--- src/hw/prio_consts.svh ---
// Constants for the interrupt source prioritizer
//
// Contract
// - Levels run 0 to 16, 16 highest; level 0 is masked, never forwarded.
// - Nonmaskable request always has fixed top level 16.
// - Nonmaskable request is edge detected, accepted only while block bit is 0.
// - In sleep or standby the nonmaskable request is accepted regardless of block bit.
// - Edge polarity select bit in control register picks nonmaskable edge.
// - Polarity 0 means falling edge (reset value); 1 means rising edge.
// - After a write changing polarity, ignore nonmaskable input for 20 cycles.
// - Taking any request never rewrites the CPU mask level field.
// - External level is 15 minus the active-low pin value; 1111 means none.
// - Level pins sampled each cycle; level taken after two equal samples.
// - In standby pins are filtered on the 32.768 kHz tick, else not recognised.
// - Peripheral requests come from timer, clock, serial, refresh and watchdog.
// - Each peripheral module level is a 4-bit field of a priority register.
// - Reset sets every peripheral level to zero, masking them all.
// - Ties go nonmaskable, external, then peripherals in code order.
// - Selected source reported by event code; nonmaskable 1C0, external 200..3C0.
// - Timer codes 400, 420, 440, capture 460 sharing third timer level.
// - A flag change with block bit 0 may yield a request with code 0.
// - Forward only when level is strictly greater than CPU mask level.
// - Accepted request drives the notify output pin low.
`ifndef PRIO_CONSTS_SVH
`define PRIO_CONSTS_SVH

`define ADDR_CTRL 8'hE0
`define ADDR_PRIO_A 8'hE2
`define ADDR_PRIO_B 8'hE4
`define ADDR_EVENT 8'hE6
`define ADDR_WINNER 8'hE8

`define CTRL_PIN_BIT 15
`define CTRL_POL_BIT 8
`define PRIO_RESET 16'h0000

`define HOLDOFF_CYCLES 5'd20
`define LVL_NMI 5'h10
`define LVL_NONE 5'h00
`define PINS_IDLE 4'hF

`define CODE_NMI 12'h1C0
`define CODE_EXT_TOP 12'h3E0
`define CODE_STEP 12'h020
`define CODE_NONE 12'h000

`define NUM_PERIPH 14

`endif

--- src/hw/prio_pkg.sv ---
// Types shared by the interrupt source prioritizer
package prio_pkg;

  typedef struct packed {
    logic valid;
    logic [4:0] level;
    logic [11:0] code;
  } cpu_req_t;

  typedef struct packed {
    logic [7:0] addr;
    logic [15:0] wdata;
    logic wr;
    logic rd;
  } reg_req_t;

  // Peripheral request lines, in default order
  typedef struct packed {
    logic tmr0_under;
    logic tmr1_under;
    logic tmr2_under;
    logic tmr2_capture;
    logic rtc_alarm;
    logic rtc_periodic;
    logic rtc_carry;
    logic ser_rx_error;
    logic ser_rx_full;
    logic ser_tx_empty;
    logic ser_tx_end;
    logic wdog_interval;
    logic ref_compare;
    logic ref_overflow;
  } periph_req_t;

endpackage : prio_pkg

--- src/hw/level_filter.sv ---
// Noise filter for the encoded external level pins
`timescale 1ns/1ps
`include "prio_consts.svh"
module level_filter
(
  // Clock and reset
  input wire logic core_clk,
  input wire logic rst_n,
  // Sampling
  input wire logic sample_en,
  input wire logic [3:0] encoded_level_pins_n,
  // Result
  output logic [3:0] external_level_request
);

  logic [3:0] last_sample;
  logic [3:0] stable_n;

  always_ff @(posedge core_clk or negedge rst_n)
  begin
    if (!rst_n)
      last_sample <= `PINS_IDLE;
    else if (sample_en)
      last_sample <= encoded_level_pins_n;
  end

  // Accept a pattern only when two consecutive samples agree
  always_ff @(posedge core_clk or negedge rst_n)
  begin
    if (!rst_n)
      stable_n <= `PINS_IDLE;
    else if (sample_en && encoded_level_pins_n == last_sample)
      stable_n <= encoded_level_pins_n;
  end

  assign external_level_request = `PINS_IDLE - stable_n;

  stable_two_a: assert property (@(posedge core_clk) disable iff (!rst_n)
    $changed(stable_n) |-> $past(sample_en) && $past(encoded_level_pins_n) == $past(last_sample))
    else $error("level accepted without two equal samples");

endmodule : level_filter

--- src/hw/interrupt_source_prioritizer.sv ---
// Interrupt source prioritizer: edge, level and peripheral arbitration
//
// Implementation choices: the plain strobed port and the register addresses.
`timescale 1ns/1ps
`include "prio_consts.svh"
module interrupt_source_prioritizer
  import prio_pkg::*;
(
  // Clock and reset
  input wire logic core_clk,
  input wire logic rst_n,
  // Register port
  input wire reg_req_t reg_req,
  output logic [15:0] reg_rdata,
  // External pins
  input wire logic nmi_pin,
  input wire logic [3:0] encoded_level_pins_n,
  output logic request_notify_out_n,
  // CPU state
  input wire logic block_bit,
  input wire logic [3:0] cpu_mask_level,
  input wire logic sleep_mode,
  input wire logic standby_mode,
  input wire logic rtc_tick,
  input wire logic cpu_ack,
  // Peripheral requests
  input wire periph_req_t periph_req,
  // Request to CPU
  output cpu_req_t cpu_req
);

  logic edge_polarity_select;
  logic [15:0] prio_a;
  logic [15:0] prio_b;
  logic [11:0] event_code;
  logic [4:0] holdoff;
  logic nmi_prev;
  logic nmi_edge;
  logic nmi_pend;
  logic nmi_ok;
  logic sample_en;
  logic [3:0] ext_level;
  logic [`NUM_PERIPH-1:0] preq;
  logic [3:0] plevel [`NUM_PERIPH];
  logic [4:0] next_level;
  logic [11:0] next_code;
  logic next_valid;
  logic ctrl_wr;

  // Module level field of a source index
  function automatic logic [3:0] field_of(input int idx, input logic [15:0] a,
                                          input logic [15:0] b);
    logic [3:0] f;
    f = 4'h0;
    case (idx)
      0: f = a[15:12];
      1: f = a[11:8];
      2, 3: f = a[7:4];
      4, 5, 6: f = a[3:0];
      7, 8, 9, 10: f = b[7:4];
      11: f = b[15:12];
      12, 13: f = b[11:8];
      default: f = 4'h0;
    endcase
    return f;
  endfunction : field_of

  // Event code of a source index
  function automatic logic [11:0] code_of(input int idx);
    logic [11:0] c;
    c = 12'h400;
    for (int k = 0; k < idx; k++)
      c = c + `CODE_STEP;
    return c;
  endfunction : code_of

  // Register file
  assign ctrl_wr = reg_req.wr && reg_req.addr == `ADDR_CTRL;

  always_ff @(posedge core_clk or negedge rst_n)
  begin
    if (!rst_n)
      edge_polarity_select <= 1'b0;
    else if (ctrl_wr)
      edge_polarity_select <= reg_req.wdata[`CTRL_POL_BIT];
  end

  always_ff @(posedge core_clk or negedge rst_n)
  begin
    if (!rst_n)
    begin
      prio_a <= `PRIO_RESET;
      prio_b <= `PRIO_RESET;
    end
    else if (reg_req.wr)
    begin
      if (reg_req.addr == `ADDR_PRIO_A)
        prio_a <= reg_req.wdata;
      if (reg_req.addr == `ADDR_PRIO_B)
        prio_b <= {reg_req.wdata[15:4], 4'h0};
    end
  end

  always_ff @(posedge core_clk or negedge rst_n)
  begin
    if (!rst_n)
      reg_rdata <= 16'h0000;
    else if (reg_req.rd)
    begin
      case (reg_req.addr)
        `ADDR_CTRL:
        begin
          reg_rdata <= 16'h0000;
          reg_rdata[`CTRL_PIN_BIT] <= nmi_pin;
          reg_rdata[`CTRL_POL_BIT] <= edge_polarity_select;
        end
        `ADDR_PRIO_A: reg_rdata <= prio_a;
        `ADDR_PRIO_B: reg_rdata <= prio_b;
        `ADDR_EVENT: reg_rdata <= {4'h0, event_code};
        `ADDR_WINNER: reg_rdata <= {cpu_req.valid, 10'h000, cpu_req.level};
        default: reg_rdata <= 16'h0000;
      endcase
    end
    else
      reg_rdata <= 16'h0000;
  end

  // Edge detection hold-off after a polarity change
  always_ff @(posedge core_clk or negedge rst_n)
  begin
    if (!rst_n)
      holdoff <= 5'd0;
    else if (ctrl_wr && reg_req.wdata[`CTRL_POL_BIT] != edge_polarity_select)
      holdoff <= `HOLDOFF_CYCLES;
    else if (holdoff != 5'd0)
      holdoff <= holdoff - 5'd1;
  end

  always_ff @(posedge core_clk or negedge rst_n)
  begin
    if (!rst_n)
      nmi_prev <= 1'b1;
    else
      nmi_prev <= nmi_pin;
  end

  assign nmi_edge = holdoff == 5'd0 &&
                    (edge_polarity_select ? (nmi_pin && !nmi_prev)
                                          : (!nmi_pin && nmi_prev));

  assign nmi_ok = !block_bit || sleep_mode || standby_mode;

  // Pending edge; a new edge wins over the acknowledge
  always_ff @(posedge core_clk or negedge rst_n)
  begin
    if (!rst_n)
      nmi_pend <= 1'b0;
    else if (nmi_edge)
      nmi_pend <= 1'b1;
    else if (cpu_ack && cpu_req.valid && cpu_req.code == `CODE_NMI)
      nmi_pend <= 1'b0;
  end

  // External level filtering; slow tick only in standby
  assign sample_en = standby_mode ? rtc_tick : 1'b1;

  level_filter i_level_filter
  (
    .core_clk(core_clk),
    .rst_n(rst_n),
    .sample_en(sample_en),
    .encoded_level_pins_n(encoded_level_pins_n),
    .external_level_request(ext_level)
  );

  // Peripheral request lines and module levels
  assign preq = periph_req;

  genvar g;
  generate
    for (g = 0; g < `NUM_PERIPH; g++)
    begin : g_lvl
      assign plevel[g] = field_of(g, prio_a, prio_b);
    end
  endgenerate

  // Arbitration; strict compare keeps the earlier source on ties
  always_comb
  begin
    next_level = `LVL_NONE;
    next_code = `CODE_NONE;
    if (nmi_pend && nmi_ok)
    begin
      next_level = `LVL_NMI;
      next_code = `CODE_NMI;
    end
    else if (ext_level != 4'h0)
    begin
      next_level = {1'b0, ext_level};
      next_code = `CODE_EXT_TOP - {3'b000, ext_level, 5'b00000};
    end
    for (int i = 0; i < `NUM_PERIPH; i++)
    begin
      if (preq[`NUM_PERIPH-1-i] && {1'b0, plevel[i]} > next_level)
      begin
        next_level = {1'b0, plevel[i]};
        next_code = code_of(i);
      end
    end
    next_valid = next_level != `LVL_NONE &&
                 next_level > {1'b0, cpu_mask_level};
  end

  // Registered request; the mask field is only read, never written
  always_ff @(posedge core_clk or negedge rst_n)
  begin
    if (!rst_n)
    begin
      cpu_req <= '0;
      request_notify_out_n <= 1'b1;
    end
    else
    begin
      cpu_req.valid <= next_valid;
      cpu_req.level <= next_level;
      cpu_req.code <= next_code;
      request_notify_out_n <= !next_valid;
    end
  end

  // Event code latched at acknowledge; a vanished request reads 0
  always_ff @(posedge core_clk or negedge rst_n)
  begin
    if (!rst_n)
      event_code <= `CODE_NONE;
    else if (cpu_ack)
      event_code <= cpu_req.valid ? cpu_req.code : `CODE_NONE;
  end

  level_zero_a: assert property (@(posedge core_clk) disable iff (!rst_n)
    cpu_req.valid |-> cpu_req.level != 5'h00)
    else $error("masked level forwarded");

  nmi_top_a: assert property (@(posedge core_clk) disable iff (!rst_n)
    (nmi_pend && !block_bit) |=> cpu_req.valid && cpu_req.level == 5'h10
      && cpu_req.code == 12'h1C0)
    else $error("nonmaskable request not on top");

  nmi_block_a: assert property (@(posedge core_clk) disable iff (!rst_n)
    (block_bit && !sleep_mode && !standby_mode) |=> cpu_req.code != 12'h1C0)
    else $error("nonmaskable request passed block bit");

  nmi_sleep_a: assert property (@(posedge core_clk) disable iff (!rst_n)
    (nmi_pend && sleep_mode) |=> cpu_req.level == 5'h10)
    else $error("nonmaskable request lost in sleep");

  holdoff_len_a: assert property (@(posedge core_clk) disable iff (!rst_n)
    (ctrl_wr && reg_req.wdata[`CTRL_POL_BIT] != edge_polarity_select)
      |=> holdoff == `HOLDOFF_CYCLES ##19 holdoff == 5'd1 && !nmi_edge)
    else $error("hold-off length wrong");

  holdoff_quiet_a: assert property (@(posedge core_clk) disable iff (!rst_n)
    holdoff != 5'd0 |-> !nmi_edge)
    else $error("edge seen during hold-off");

  ext_code_a: assert property (@(posedge core_clk) disable iff (!rst_n)
    (!nmi_pend && ext_level == 4'hF && cpu_mask_level != 4'hF) |=> cpu_req.level == 5'h0F
      && cpu_req.code == 12'h200)
    else $error("external level code wrong");

  mask_gate_a: assert property (@(posedge core_clk) disable iff (!rst_n)
    cpu_req.valid |-> cpu_req.level > {1'b0, $past(cpu_mask_level)})
    else $error("request not above mask");

  notify_pin_a: assert property (@(posedge core_clk) disable iff (!rst_n)
    request_notify_out_n == !cpu_req.valid)
    else $error("notify pin disagrees with request");

  timer_tie_a: assert property (@(posedge core_clk) disable iff (!rst_n)
    (periph_req == 14'b00110000000000 && !nmi_pend && ext_level == 4'h0
      && prio_a[7:4] > cpu_mask_level) |=> cpu_req.code == 12'h440)
    else $error("underflow did not beat capture");

  reset_mask_a: assert property (@(posedge core_clk)
    $rose(rst_n) |-> prio_a == 16'h0000 && prio_b == 16'h0000)
    else $error("priorities not cleared by reset");

  // Edge detection, withheld request and notify pin checks
  pol_fall_a: assert property (@(posedge core_clk) disable iff (!rst_n)
    (holdoff == 5'd0 && !edge_polarity_select && $fell(nmi_pin)) |=> nmi_pend)
    else $error("falling edge not taken");

  pol_rise_a: assert property (@(posedge core_clk) disable iff (!rst_n)
    (holdoff == 5'd0 && edge_polarity_select && $rose(nmi_pin)) |=> nmi_pend)
    else $error("rising edge not taken");

  nmi_wait_a: assert property (@(posedge core_clk) disable iff (!rst_n)
    (nmi_pend && block_bit && !sleep_mode && !standby_mode && !cpu_ack)
      |=> nmi_pend)
    else $error("withheld nonmaskable request lost");

  notify_low_a: assert property (@(posedge core_clk) disable iff (!rst_n)
    (nmi_pend && nmi_ok) |=> !request_notify_out_n)
    else $error("notify pin not low for accepted request");

  // Level decoding and filtering
  ext_decode_a: assert property (@(posedge core_clk) disable iff (!rst_n)
    (sample_en && $past(sample_en) && $past(rst_n) && $stable(encoded_level_pins_n))
      |=> ext_level == `PINS_IDLE - $past(encoded_level_pins_n))
    else $error("level pins decoded wrongly");

  tick_only_a: assert property (@(posedge core_clk) disable iff (!rst_n)
    (standby_mode && !rtc_tick) |=> $stable(ext_level))
    else $error("level recognised without slow tick");

  // Arbitration and event code
  all_masked_a: assert property (@(posedge core_clk) disable iff (!rst_n)
    (!nmi_pend && ext_level == 4'h0 && prio_a == `PRIO_RESET && prio_b == `PRIO_RESET)
      |=> !cpu_req.valid)
    else $error("peripheral request passed level zero");

  tmr0_level_a: assert property (@(posedge core_clk) disable iff (!rst_n)
    (periph_req == 14'h2000 && !nmi_pend && ext_level == 4'h0
      && prio_a[15:12] > cpu_mask_level)
      |=> cpu_req.code == 12'h400 && cpu_req.level == {1'b0, $past(prio_a[15:12])})
    else $error("timer level or code wrong");

  ext_tie_a: assert property (@(posedge core_clk) disable iff (!rst_n)
    (!nmi_pend && ext_level != 4'h0 && ext_level == prio_a[15:12] && periph_req == 14'h2000
      && ext_level > cpu_mask_level) |=> cpu_req.code < 12'h400)
    else $error("peripheral beat external level on a tie");

  spurious_code_a: assert property (@(posedge core_clk) disable iff (!rst_n)
    (cpu_ack && !cpu_req.valid) |=> event_code == `CODE_NONE)
    else $error("vanished request did not read zero");

  event_latch_a: assert property (@(posedge core_clk) disable iff (!rst_n)
    (cpu_ack && cpu_req.valid) |=> event_code == $past(cpu_req.code))
    else $error("event code not latched at acknowledge");

endmodule : interrupt_source_prioritizer

--- config.mk ---
export PLATFORM = sky130hd
export DESIGN_NAME = interrupt_source_prioritizer
export DESIGN_NICKNAME = d
export VERILOG_FILES = /design/src/hw/prio_pkg.sv /design/src/hw/level_filter.sv /design/src/hw/interrupt_source_prioritizer.sv
export VERILOG_INCLUDE_DIRS = /design/src /design/src/hw
export SDC_FILE = /design/constraint.sdc
export NUM_CORES = 1
export LEC_CHECK = 0
export ABC_AREA = 1
export BUFFER_PORTS_ARGS = -buffer_cell sky130_fd_sc_hd__buf_2
export CELL_PAD_IN_SITES_DETAIL_PLACEMENT = 0
export CELL_PAD_IN_SITES_GLOBAL_PLACEMENT = 1
export CORE_ASPECT_RATIO = 0.7
export CORE_UTILIZATION = 38
export CTS_CLUSTER_SIZE = 20
export DETAILED_ROUTE_END_ITERATION = 8
export PLACE_DENSITY_LB_ADDON = 0.12
export REMOVE_ABC_BUFFERS = 1
export SYNTH_ARGS = -nofsm -noshare
export SYNTH_HDL_FRONTEND = slang
export SYNTH_SLANG_ARGS = --single-unit
export TNS_END_PERCENT = 1
--- constraint.sdc ---
create_clock -name core_clk -period 14.45 [get_ports core_clk]
set_input_delay 2.89 -clock core_clk [delete_from_list [all_inputs] [get_ports core_clk]]
set_output_delay 2.89 -clock core_clk [all_outputs]
set_load 0.1 [all_outputs]
# Yosys cells after proc, flatten, opt, wreduce, memory -nomap -nowiden
# Index checks and enable logic that the tools add are counted.
[word_totals]
latch_bits = 0
ff_bits = 91
mem_bits_rw = 0
rom_bits = 0
memories = 0
in_bits = 56
[classes]
div = 0
reduce_logical = 38
muxes = 41
n_addsub = 3
bitwise = 0
multipliers = 0
n_eq_ne = 8
shifts = 0
order_cmp = 15
[op_table]
columns = ["operator", "count"]
rows = [
  ["$mux 12", 17],
  ["$mux 5", 17],
  ["$pmux 16 s5", 1],
  ["$gt 4x5->1", 14],
  ["$eq 8x8->1 const B", 5],
  ["$logic_and 1x1->1", 24],
  ["$mux 16", 1],
  ["$eq 12x9->1 const B", 1],
  ["$sub 10x9->11 const A", 1],
  ["$reduce_bool 5->1", 2],
  ["$gt 5x4->1", 1],
  ["$logic_not 5->1", 1],
  ["$sub 5x1->5 const B", 1],
  ["$eq 4x4->1", 1],
  ["$logic_not 1->1", 4],
  ["$mux 1", 4],
  ["$mux 4", 1],
  ["$reduce_and 2->1", 2],
  ["$reduce_bool 2->1", 2],
  ["$reduce_bool 4->1", 1],
  ["$sub 4x4->4 const A", 1],
  ["$logic_or 1x1->1", 2],
  ["$ne 1x1->1", 1],
]

# Longest topological paths before layout
# Gate-level depths: netlist of run 1.
[logic_depth]
depth_word = 50
depth_mapped = 154
depth_no_buf = 148

# By module
# A second synthesis of run 1 with hierarchy kept.
[hier_totals]
hier_cells = 880
area_unflattened_um2 = 6223.5
[by_module_without_submodules]
columns = ["mod", "seq_area_each_um2", "area_per_inst_um2", "cells_each", "instances"]
rows = [
  ["interrupt_source_prioritizer", 1779.2, 5798.1, 824, 1],
  ["level_filter", 210.2, 425.4, 56, 1],
]

# Worst setup path after synthesis of run 1
# No wires, ideal clock.
[synth_timing]
kind = "input-to-reg"
startpoint = "in sleep_mode"
endpoint = "reg cpu_req[17] (netlist bit)"
arrival_time_ns = 17.960
setup_slack_ns = -3.582
path_buffers = 6
setup_ns = 0.071
path_stages = 129
path_cell_list = "nand3b_4 -> nand2_8 -> inv_6 -> buf_4 -> nor2_1 -> inv_1 -> ha_1 -> nand2_1 -> nor2_2 -> nor2_4 -> nand3_4 -> o21ai_0 -> ha_1 -> nand3_1 -> inv_1 -> nand3_1 -> nor2_2 -> nor2_2 -> (+93 left out) -> inv_2 -> ha_1 -> inv_1 -> nor2_1 -> nand2_1 -> nand2_1 -> nand2_1 -> nand3_2 -> nand2_4 -> o21ai_0 -> inv_1 -> ha_1 -> inv_1 -> nor2_1 -> nand3_1 -> nor2_1 -> nor2_1 -> nor2_1"
[synth_between]
elab_chain_len = 48
[synth_rtl]
columns = ["element", "line_no", "text"]
rows = [
  ["from (decl)", "interrupt_source_prioritizer.sv:22", "input wire logic sleep_mode,"],
  ["$logic_or 1x1->1 (*) (2 in series)", "interrupt_source_prioritizer.sv:151", "assign nmi_ok = !block_bit || sleep_mode || standby_mode;"],
  ["$logic_and 1x1->1 (*)", "interrupt_source_prioritizer.sv:192", "if (nmi_pend && nmi_ok)"],
  ["$mux 5 (*)", "interrupt_source_prioritizer.sv:192", ""],
  ["$gt 4x5->1", "interrupt_source_prioritizer.sv:204", "if (preq[`NUM_PERIPH-1-i] && {1'b0, plevel[i]} > next_level)"],
  ["$logic_and 1x1->1", "interrupt_source_prioritizer.sv:204", ""],
  ["$mux 5 (*)", "interrupt_source_prioritizer.sv:204", ""],
  ["$gt 4x5->1", "interrupt_source_prioritizer.sv:204", ""],
  ["$logic_and 1x1->1", "interrupt_source_prioritizer.sv:204", ""],
  ["(+33 left out)", "-", ""],
  ["$mux 5 (*)", "interrupt_source_prioritizer.sv:204", ""],
  ["$gt 4x5->1", "interrupt_source_prioritizer.sv:204", ""],
  ["$logic_and 1x1->1", "interrupt_source_prioritizer.sv:204", ""],
  ["$mux 5 (*)", "interrupt_source_prioritizer.sv:204", ""],
  ["named net next_level[4]", "interrupt_source_prioritizer.sv:45", "logic [4:0] next_level;"],
  ["$gt 5x4->1 or $reduce_bool 5->1 (tied branches)", "-", ""],
  ["$logic_and 1x1->1 (*)", "interrupt_source_prioritizer.sv:210", "next_valid = next_level != `LVL_NONE &&"],
  ["named net next_valid", "interrupt_source_prioritizer.sv:47", "logic next_valid;"],
  ["to (decl)", "interrupt_source_prioritizer.sv:29", "output cpu_req_t cpu_req"],
]
# Mark *: on every way through the listed nets, which the timed path passes. The rest lies on a longest branch.
# A chain may end at the register's enable or synchronous reset.

# Worst setup path in the final report of run 1
[layout_timing]
startpoint = "in sleep_mode"
endpoint = "reg cpu_req[17] (netlist bit)"
[layout_between]
elab_chain_len = 48
[layout_rtl]
columns = ["element", "line_no"]
rows = [
  ["$logic_or 1x1->1 (*) (2 in series)", "interrupt_source_prioritizer.sv:151"],
  ["$logic_and 1x1->1 (*)", "interrupt_source_prioritizer.sv:192"],
  ["$mux 5 (*)", "interrupt_source_prioritizer.sv:192"],
  ["$gt 4x5->1", "interrupt_source_prioritizer.sv:204"],
  ["$logic_and 1x1->1", "interrupt_source_prioritizer.sv:204"],
  ["$mux 5 (*)", "interrupt_source_prioritizer.sv:204"],
  ["$gt 4x5->1", "interrupt_source_prioritizer.sv:204"],
  ["$logic_and 1x1->1", "interrupt_source_prioritizer.sv:204"],
  ["(+32 left out)", "-"],
  ["$logic_and 1x1->1", "interrupt_source_prioritizer.sv:204"],
  ["$mux 5 (*)", "interrupt_source_prioritizer.sv:204"],
  ["$gt 4x5->1", "interrupt_source_prioritizer.sv:204"],
  ["$logic_and 1x1->1", "interrupt_source_prioritizer.sv:204"],
  ["$mux 5 (*)", "interrupt_source_prioritizer.sv:204"],
  ["$gt 5x4->1 or $reduce_bool 5->1 (tied branches)", "-"],
  ["$logic_and 1x1->1 (*)", "interrupt_source_prioritizer.sv:210"],
  ["named net next_valid", "interrupt_source_prioritizer.sv:47"],
]
# Marked as above.

==> results.md, run 1 <==
- Yosys top cell area share: 28.3%
- Placed cells: 1241
- Max FO, Critical Path: 8
- Final core utilization: 60.2%
- WL/cell: 15.1 µm
- Synth cell types: 55
- Seq/Total Area, Yosys: 32.7%
- Syn_area_per_cell: 7.20 µm²
- Reg2reg setup slack: -0.66 ns
- Non-filler instance count after layout: 1336
- Die ar.: 16600 µm²
- Antenna violations before repair: 0
- Post-synth EDFFs: 0
- Vias in the first global route: 6332
- Gp weighted congestion: 0.859
- Grt total ovfl: 0
- Clock slew at reported path FFs: 0.06 ns
- DP HPWL: 14000 µm
- Worst Path Arrival: 17.72 ns
- Highest clock rate: 57.3 MHz
- Status: complete, but fails checks
- Vias per inst: 4.90
- H-tree Lvls: 3
- Critical R2R Capture: cpu_req[17]$_DFF_PN0_
- WL final: 20200 µm
- Final Setup Violations: 12
- First-pass GRT wire length: 31400 µm
- Buffers on Ports: 84
- Top cell types by occurrence after synthesis: nand2_1, inv_1, o21ai_0
- Final Max Tran Viols: 0
- CTS tree: yes
- Final worst path period share: 121%
- Crit path time final: 17.45 ns
- Max clock buf depth: 2
- Register Area: 1990 µm²
- Global Route Usage Sum: 24.3%
- Syn. warnings: 0
- Filler cells: 1382
- CP max stage cell: ha_1
- Syn Inst Count: 846
- Max incr delay on CP: 0.33 ns
- Initial core utilization: 39.1%
- Final worst setup slack: -3.00 ns
- Clk sinks: 79
- Crit Path Class: in2reg
- CTS root buf: clkbuf_16
- Worst min-delay path startpoint: prio_b[4]$_DFFE_PN0P_
- Worst hold path depth: 2
- Most common cell in the netlist: nand2_1
- Synth area leaders: dfrtp_1, nand2_1, ha_1
- Row cnt: 38
- Violated checks: setup timing
- Hold WS: 0.492 ns
- Hold WC Path Type: reg2reg
- Largest net degree at the start of global routing: 80
- Largest area contributor in the netlist: dfrtp_1
- Path depth of the worst reg2reg path: 131
- Synth Cell Area: 6090 µm²
- Routed Antenna Nets: 0
- Clock skew: 0.00642 ns
- Core area: 15600 µm²
- Max-slew headroom: 32.5%
- RSZ-0062 raised after global routing: true
- Chip Height: 108 µm
- Worst Path Required: 14.73 ns
- Vias: 6550
- Max Cap Viol: 0
- P&R area growth vs syn: 54.1%
- Worst Tran Pin Value: 1.01 ns
- Setup crit end kind: flip-flop
- Area of the multi-input gates: 4250 µm²
- Die width: 153 µm
- Final TNS setup: -30.62 ns
- Hold EP: prio_b[4]$_DFFE_PN0P_
- Share of layout cells above drive strength 1: 48.1%
- Top cell by count, worst path: nand2_2
- Ports: 91
- Total CTS buffers: 9
- Clk Latency, worst-skew pair: 0.35 ns
- Final Hold Vio Count: 0
- Ys async rst share: 100%
- Number of synthesized register bits: 79
- Worst R2R Start: nmi_pend$_DFFE_PN0P_
- Hold_buf cts: 0
- Top_reg_cell synth: dfrtp_1
- DRT Pass-1 Iters: 5
- Nets: 1235
- DRT iter0 DRCs: 337
- # diodes: 0
- Post-route DRC: 0
- Startpoint type of the worst setup path: input pin
==> metrics by stage <==
| stage | setup slack, ns | cell area (µm²) |
|---|---|---|
| after global placement | -4.16 | 7590 |
| after global routing | -3.97 | 9390 |
| after detailed placement | -4.74 | 7590 |
| final | -3.00 | 9390 |
| after floorplan | -3.30 | 5950 |
| after CTS | -2.85 | 8710 |
==> layout make-up <==
class	instances	area share, %
clock buffers	10	2.55
clock inverters	6	0.533
inverters	153	6.29
multi-input cells	598	45.2
flip-flops and latches	79	21.2
well taps	200	2.67
repair buffers	290	21.5
==> registers in the layout, summed over array words and instances, names as in the netlist <==
| name | count |
|---|---|
| request_notify_out_n | 1 |
| nmi_prev | 1 |
| reg_rdata | 16 |
| i_level_filter.stable_n | 4 |
| i_level_filter.last_sample | 4 |
| cpu_req | 12 |
| edge_polarity_select | 1 |
| prio_a | 16 |
| prio_b | 12 |
| nmi_pend | 1 |
| holdoff | 5 |
| event_code | 6 |
==> placed cells by master, fill, tap and decap left out, drive strengths merged, types with 3 or more instances in the layout <==
cell      n
xor2      3
and3      3
a21oi    25
dfstp    10
nand4    15
nor3      8
o22ai     5
conb      6
buf     290
nand2   244
nand3    66
o21ai    95
ha       48
inv     155
clkinv    3
nand3b    5
nor4      3
nor2     48
clkbuf   10
dfrtp    69
or2       3
==> per-layer routing <==
layer | share of wire (%) | up-vias | wire, µm | track usage [%]
met2 | 47 | 145 | 9400 | 39.5
met1 | 47 | 3081 | 9540 | 33.6
met3 | 4.7 | 23 | 955 | 3.93
met5 | 0 | - | 0 | 0
li1 | - | 3301 | - | -
met4 | 1.5 | 0 | 298 | 7.00
==> cells by family after synthesis <==
family | after synthesis | synth area share (%)
xor gates and xnor gates | 4 | 0.575
muxes | 2 | 0.370
and+or+nand+nor | 395 | 31.6
adders and majority gates | 48 | 9.86
buffers and inverters | 175 | 12.1
AOI/OAI and AO/OA | 142 | 12.8
DFF | 79 | 32.7
other | 1 | 0.0616
==> worst max-delay path by stage <==
stage,slack [ns],endpoint,startpoint,depth (start not counted)
floorplan,-3.30,cpu_req[17]$_DFF_PN0_,sleep_mode,123
global placement,-4.16,cpu_req[17]$_DFF_PN0_,standby_mode,125
detailed placement,-4.74,cpu_req[17]$_DFF_PN0_,standby_mode,125
CTS,-2.85,cpu_req[17]$_DFF_PN0_,sleep_mode,137
global route,-3.97,cpu_req[17]$_DFF_PN0_,sleep_mode,135
finish,-3.00,cpu_req[17]$_DFF_PN0_,sleep_mode,133
==> critical path, delay by kind of cell <==
| kind | cells | cell delay (ns) |
|---|---|---|
| simple gates | 77 | 6.87 |
| fa+ha+maj | 13 | 3.88 |
| buf+inv | 27 | 2.63 |
| compound gates | 16 | 1.35 |
==> timing repair <==
item / CTS / global route
endpoints found under the setup margin: 12 / 12
setup buffers: 55 / 24
pin swaps: 111 / 124
cloned: 1 / 0
resized for setup: 143 / 102
Power of run 1 is not shown: default switching activity piles up to over one toggle a cycle in this logic, so the estimate is an artifact.
==> run 2: changes to the inputs <==
--- a/config.mk
+++ b/config.mk
@@ -14,6 +14,7 @@
 export CORE_UTILIZATION = 38
 export CTS_CLUSTER_SIZE = 20
 export DETAILED_ROUTE_END_ITERATION = 8
+export MAX_ROUTING_LAYER = met4
 export PLACE_DENSITY_LB_ADDON = 0.12
 export REMOVE_ABC_BUFFERS = 1
 export SYNTH_ARGS = -nofsm -noshare
==> results.md, run 2 (synthesis gave the netlist of run 1 again) <==
- Status: complete, but fails checks (unchanged)
- Violated checks: setup timing (unchanged)
- Worst Tran Pin Value: 1.02 ns (was 1.01 ns)
- Routed Antenna Nets: 0 (unchanged)
- Largest regs: prio_a x16, reg_rdata x16 (unchanged)
- Worst hold path depth: 2 (unchanged)
- Worst Path Arrival: 17.89 ns (was 17.72 ns)
- Final core utilization: 58.8% (was 60.2%)
- Final Hold Vio Count: 0 (unchanged)
- Nets: 1220 (was 1235)
- Startpoint type of the worst setup path: input pin (unchanged)
- Die width: 153 µm (unchanged)
- DRT Pass-1 Iters: 5 (unchanged)
- Share of layout cells above drive strength 1: 44.8% (was 48.1%)
- Global Route Usage Sum: 24.6% (was 24.3%)
- WL final: 20200 µm (about the same)
- Clk Latency, worst-skew pair: 0.35 ns (about the same)
- Max clock buf depth: 2 (unchanged)
- Most frequent cells in the layout: buf_4, nand2_1, inv_1, buf_2, dfrtp_1 (unchanged)
- H-tree Lvls: 3 (unchanged)
- CTS root buf: clkbuf_16 (unchanged)
- Hold_buf cts: 0 (unchanged)
- Area of the multi-input gates: 4170 µm² (was 4250 µm²)
- Ports: 91 (unchanged)
- Final worst path period share: 122% (was 121%)
- CP max stage cell: ha_1 (unchanged)
- First-pass GRT wire length: 30600 µm (was 31400 µm)
- Crit Path Class: in2reg (unchanged)
- Top cell by count, worst path: nand2_4 (was nand2_2)
- Chip Height: 108 µm (unchanged)
- Max Cap Viol: 0 (unchanged)
- Final Setup Violations: 12 (unchanged)
- Setup crit end kind: flip-flop (unchanged)
- Gp weighted congestion: 0.869 (was 0.859)
- Clock slew at reported path FFs: 0.07 ns (was 0.06 ns)
- Register Area: 1990 µm² (unchanged)
- Clk sinks: 79 (unchanged)
- Max incr delay on CP: 0.36 ns (was 0.33 ns)
- Max FO, Critical Path: 8 (unchanged)
- Most common cell after layout, fill and taps aside: buf_4 (unchanged)
- Vias in the first global route: 6047 (was 6332)
- Largest net degree at the start of global routing: 80 (unchanged)
- Buffers on Ports: 84 (unchanged)
- Post-route DRC: 0 (unchanged)
- Core area: 15600 µm² (unchanged)
- DP HPWL: 14200 µm (was 14000 µm)
- P&R area growth vs syn: 50.4% (was 54.1%)
- Worst Path Required: 14.73 ns (about the same)
- Hold WS: 0.492 ns (about the same)
- Row cnt: 38 (unchanged)
- Total CTS buffers: 9 (unchanged)
- Highest clock rate: 56.8 MHz (was 57.3 MHz)
- Placed cells: 1241 (unchanged)
- Vias: 6492 (was 6550)
- # diodes: 0 (unchanged)
- Non-filler instance count after layout: 1321 (was 1336)
- Initial core utilization: 39.1% (unchanged)
- Final Max Tran Viols: 0 (unchanged)
- Clock skew: 0.00818 ns (was 0.00642 ns)
- Crit path time final: 17.61 ns (was 17.45 ns)
- DRT iter0 DRCs: 336 (was 337)
- Filler cells: 1418 (was 1382)
- CTS tree: yes (unchanged)
- WL/cell: 15.3 µm (was 15.1 µm)
- Vias per inst: 4.91 (was 4.90)
- Hold WC Path Type: reg2reg (unchanged)
- Antenna violations before repair: 0 (unchanged)
- RSZ-0062 raised after global routing: true (unchanged)
- Max-slew headroom: 31.9% (was 32.5%)
- Final worst setup slack: -3.16 ns (was -3.00 ns)
- Die ar.: 16600 µm² (unchanged)
- Path depth of the worst reg2reg path: 122 (was 131)
- Grt total ovfl: 0 (unchanged)
==> run 2: cell type report <==
cell class	count	share of cell area (%)
clock buffer	10	2.61
sequential	79	21.7
inverter	153	6.39
tap	200	2.73
multi-input combinational	598	45.5
clock inverter	6	0.573
timing repair buffer	275	20.5
==> run 2: repair_timing <==
| item | 4_1_cts | 5_1_grt |
|---|---|---|
| cloned | 1 | 0 |
| pin swaps | 67 | 123 |
| endpoints found under the setup margin | 12 | 12 |
| gates resized for setup | 98 | 112 |
| buffers inserted | 40 | 24 |
==> run 2: worst paths after layout <==
check,start,end,slack [ns]
worst max-delay path,standby_mode,cpu_req[17]$_DFF_PN0_,-3.16
worst min-delay path,prio_a[4]$_DFFE_PN0P_,prio_a[4]$_DFFE_PN0P_,0.49
worst max register to register,nmi_pend$_DFFE_PN0P_,cpu_req[17]$_DFF_PN0_,-0.81
worst min register to register,prio_a[4]$_DFFE_PN0P_,prio_a[4]$_DFFE_PN0P_,0.49
max in group asynchronous,rst_n,cpu_req[12]$_DFF_PN0_,11.08
min in group asynchronous,rst_n,cpu_req[10]$_DFF_PN0_,2.70
==> run 2: critical path: cells and delay by family <==
kind / cells / cell delay, ns
and+or+nand+nor: 75 / 7.50
adders and majority gates: 15 / 4.48
AOI/OAI and AO/OA: 19 / 1.61
buffers and inverters: 16 / 1.41
==> run 2: through the flow <==
step	area (µm²)	TNS (ns)	setup WS (ns)
2_1_floorplan	5950	-32.39	-3.30
3_3_place_gp	7590	-43.14	-4.11
3_5_place_dp	7590	-49.55	-4.68
4_1_cts	8460	-30.98	-2.97
5_1_grt	9170	-44.59	-4.13
6_report	9170	-33.24	-3.16
==> run 2: per-layer routing <==
metal	track usage, %	routed length [µm]	vias to the layer above
li1	-	-	3264
met1	32.9	9740	3056
met2	37.6	9180	151
met3	5.53	969	21
met4	6.79	310	0
met5	-	0	-
Power of run 2 is left out for the same reason.
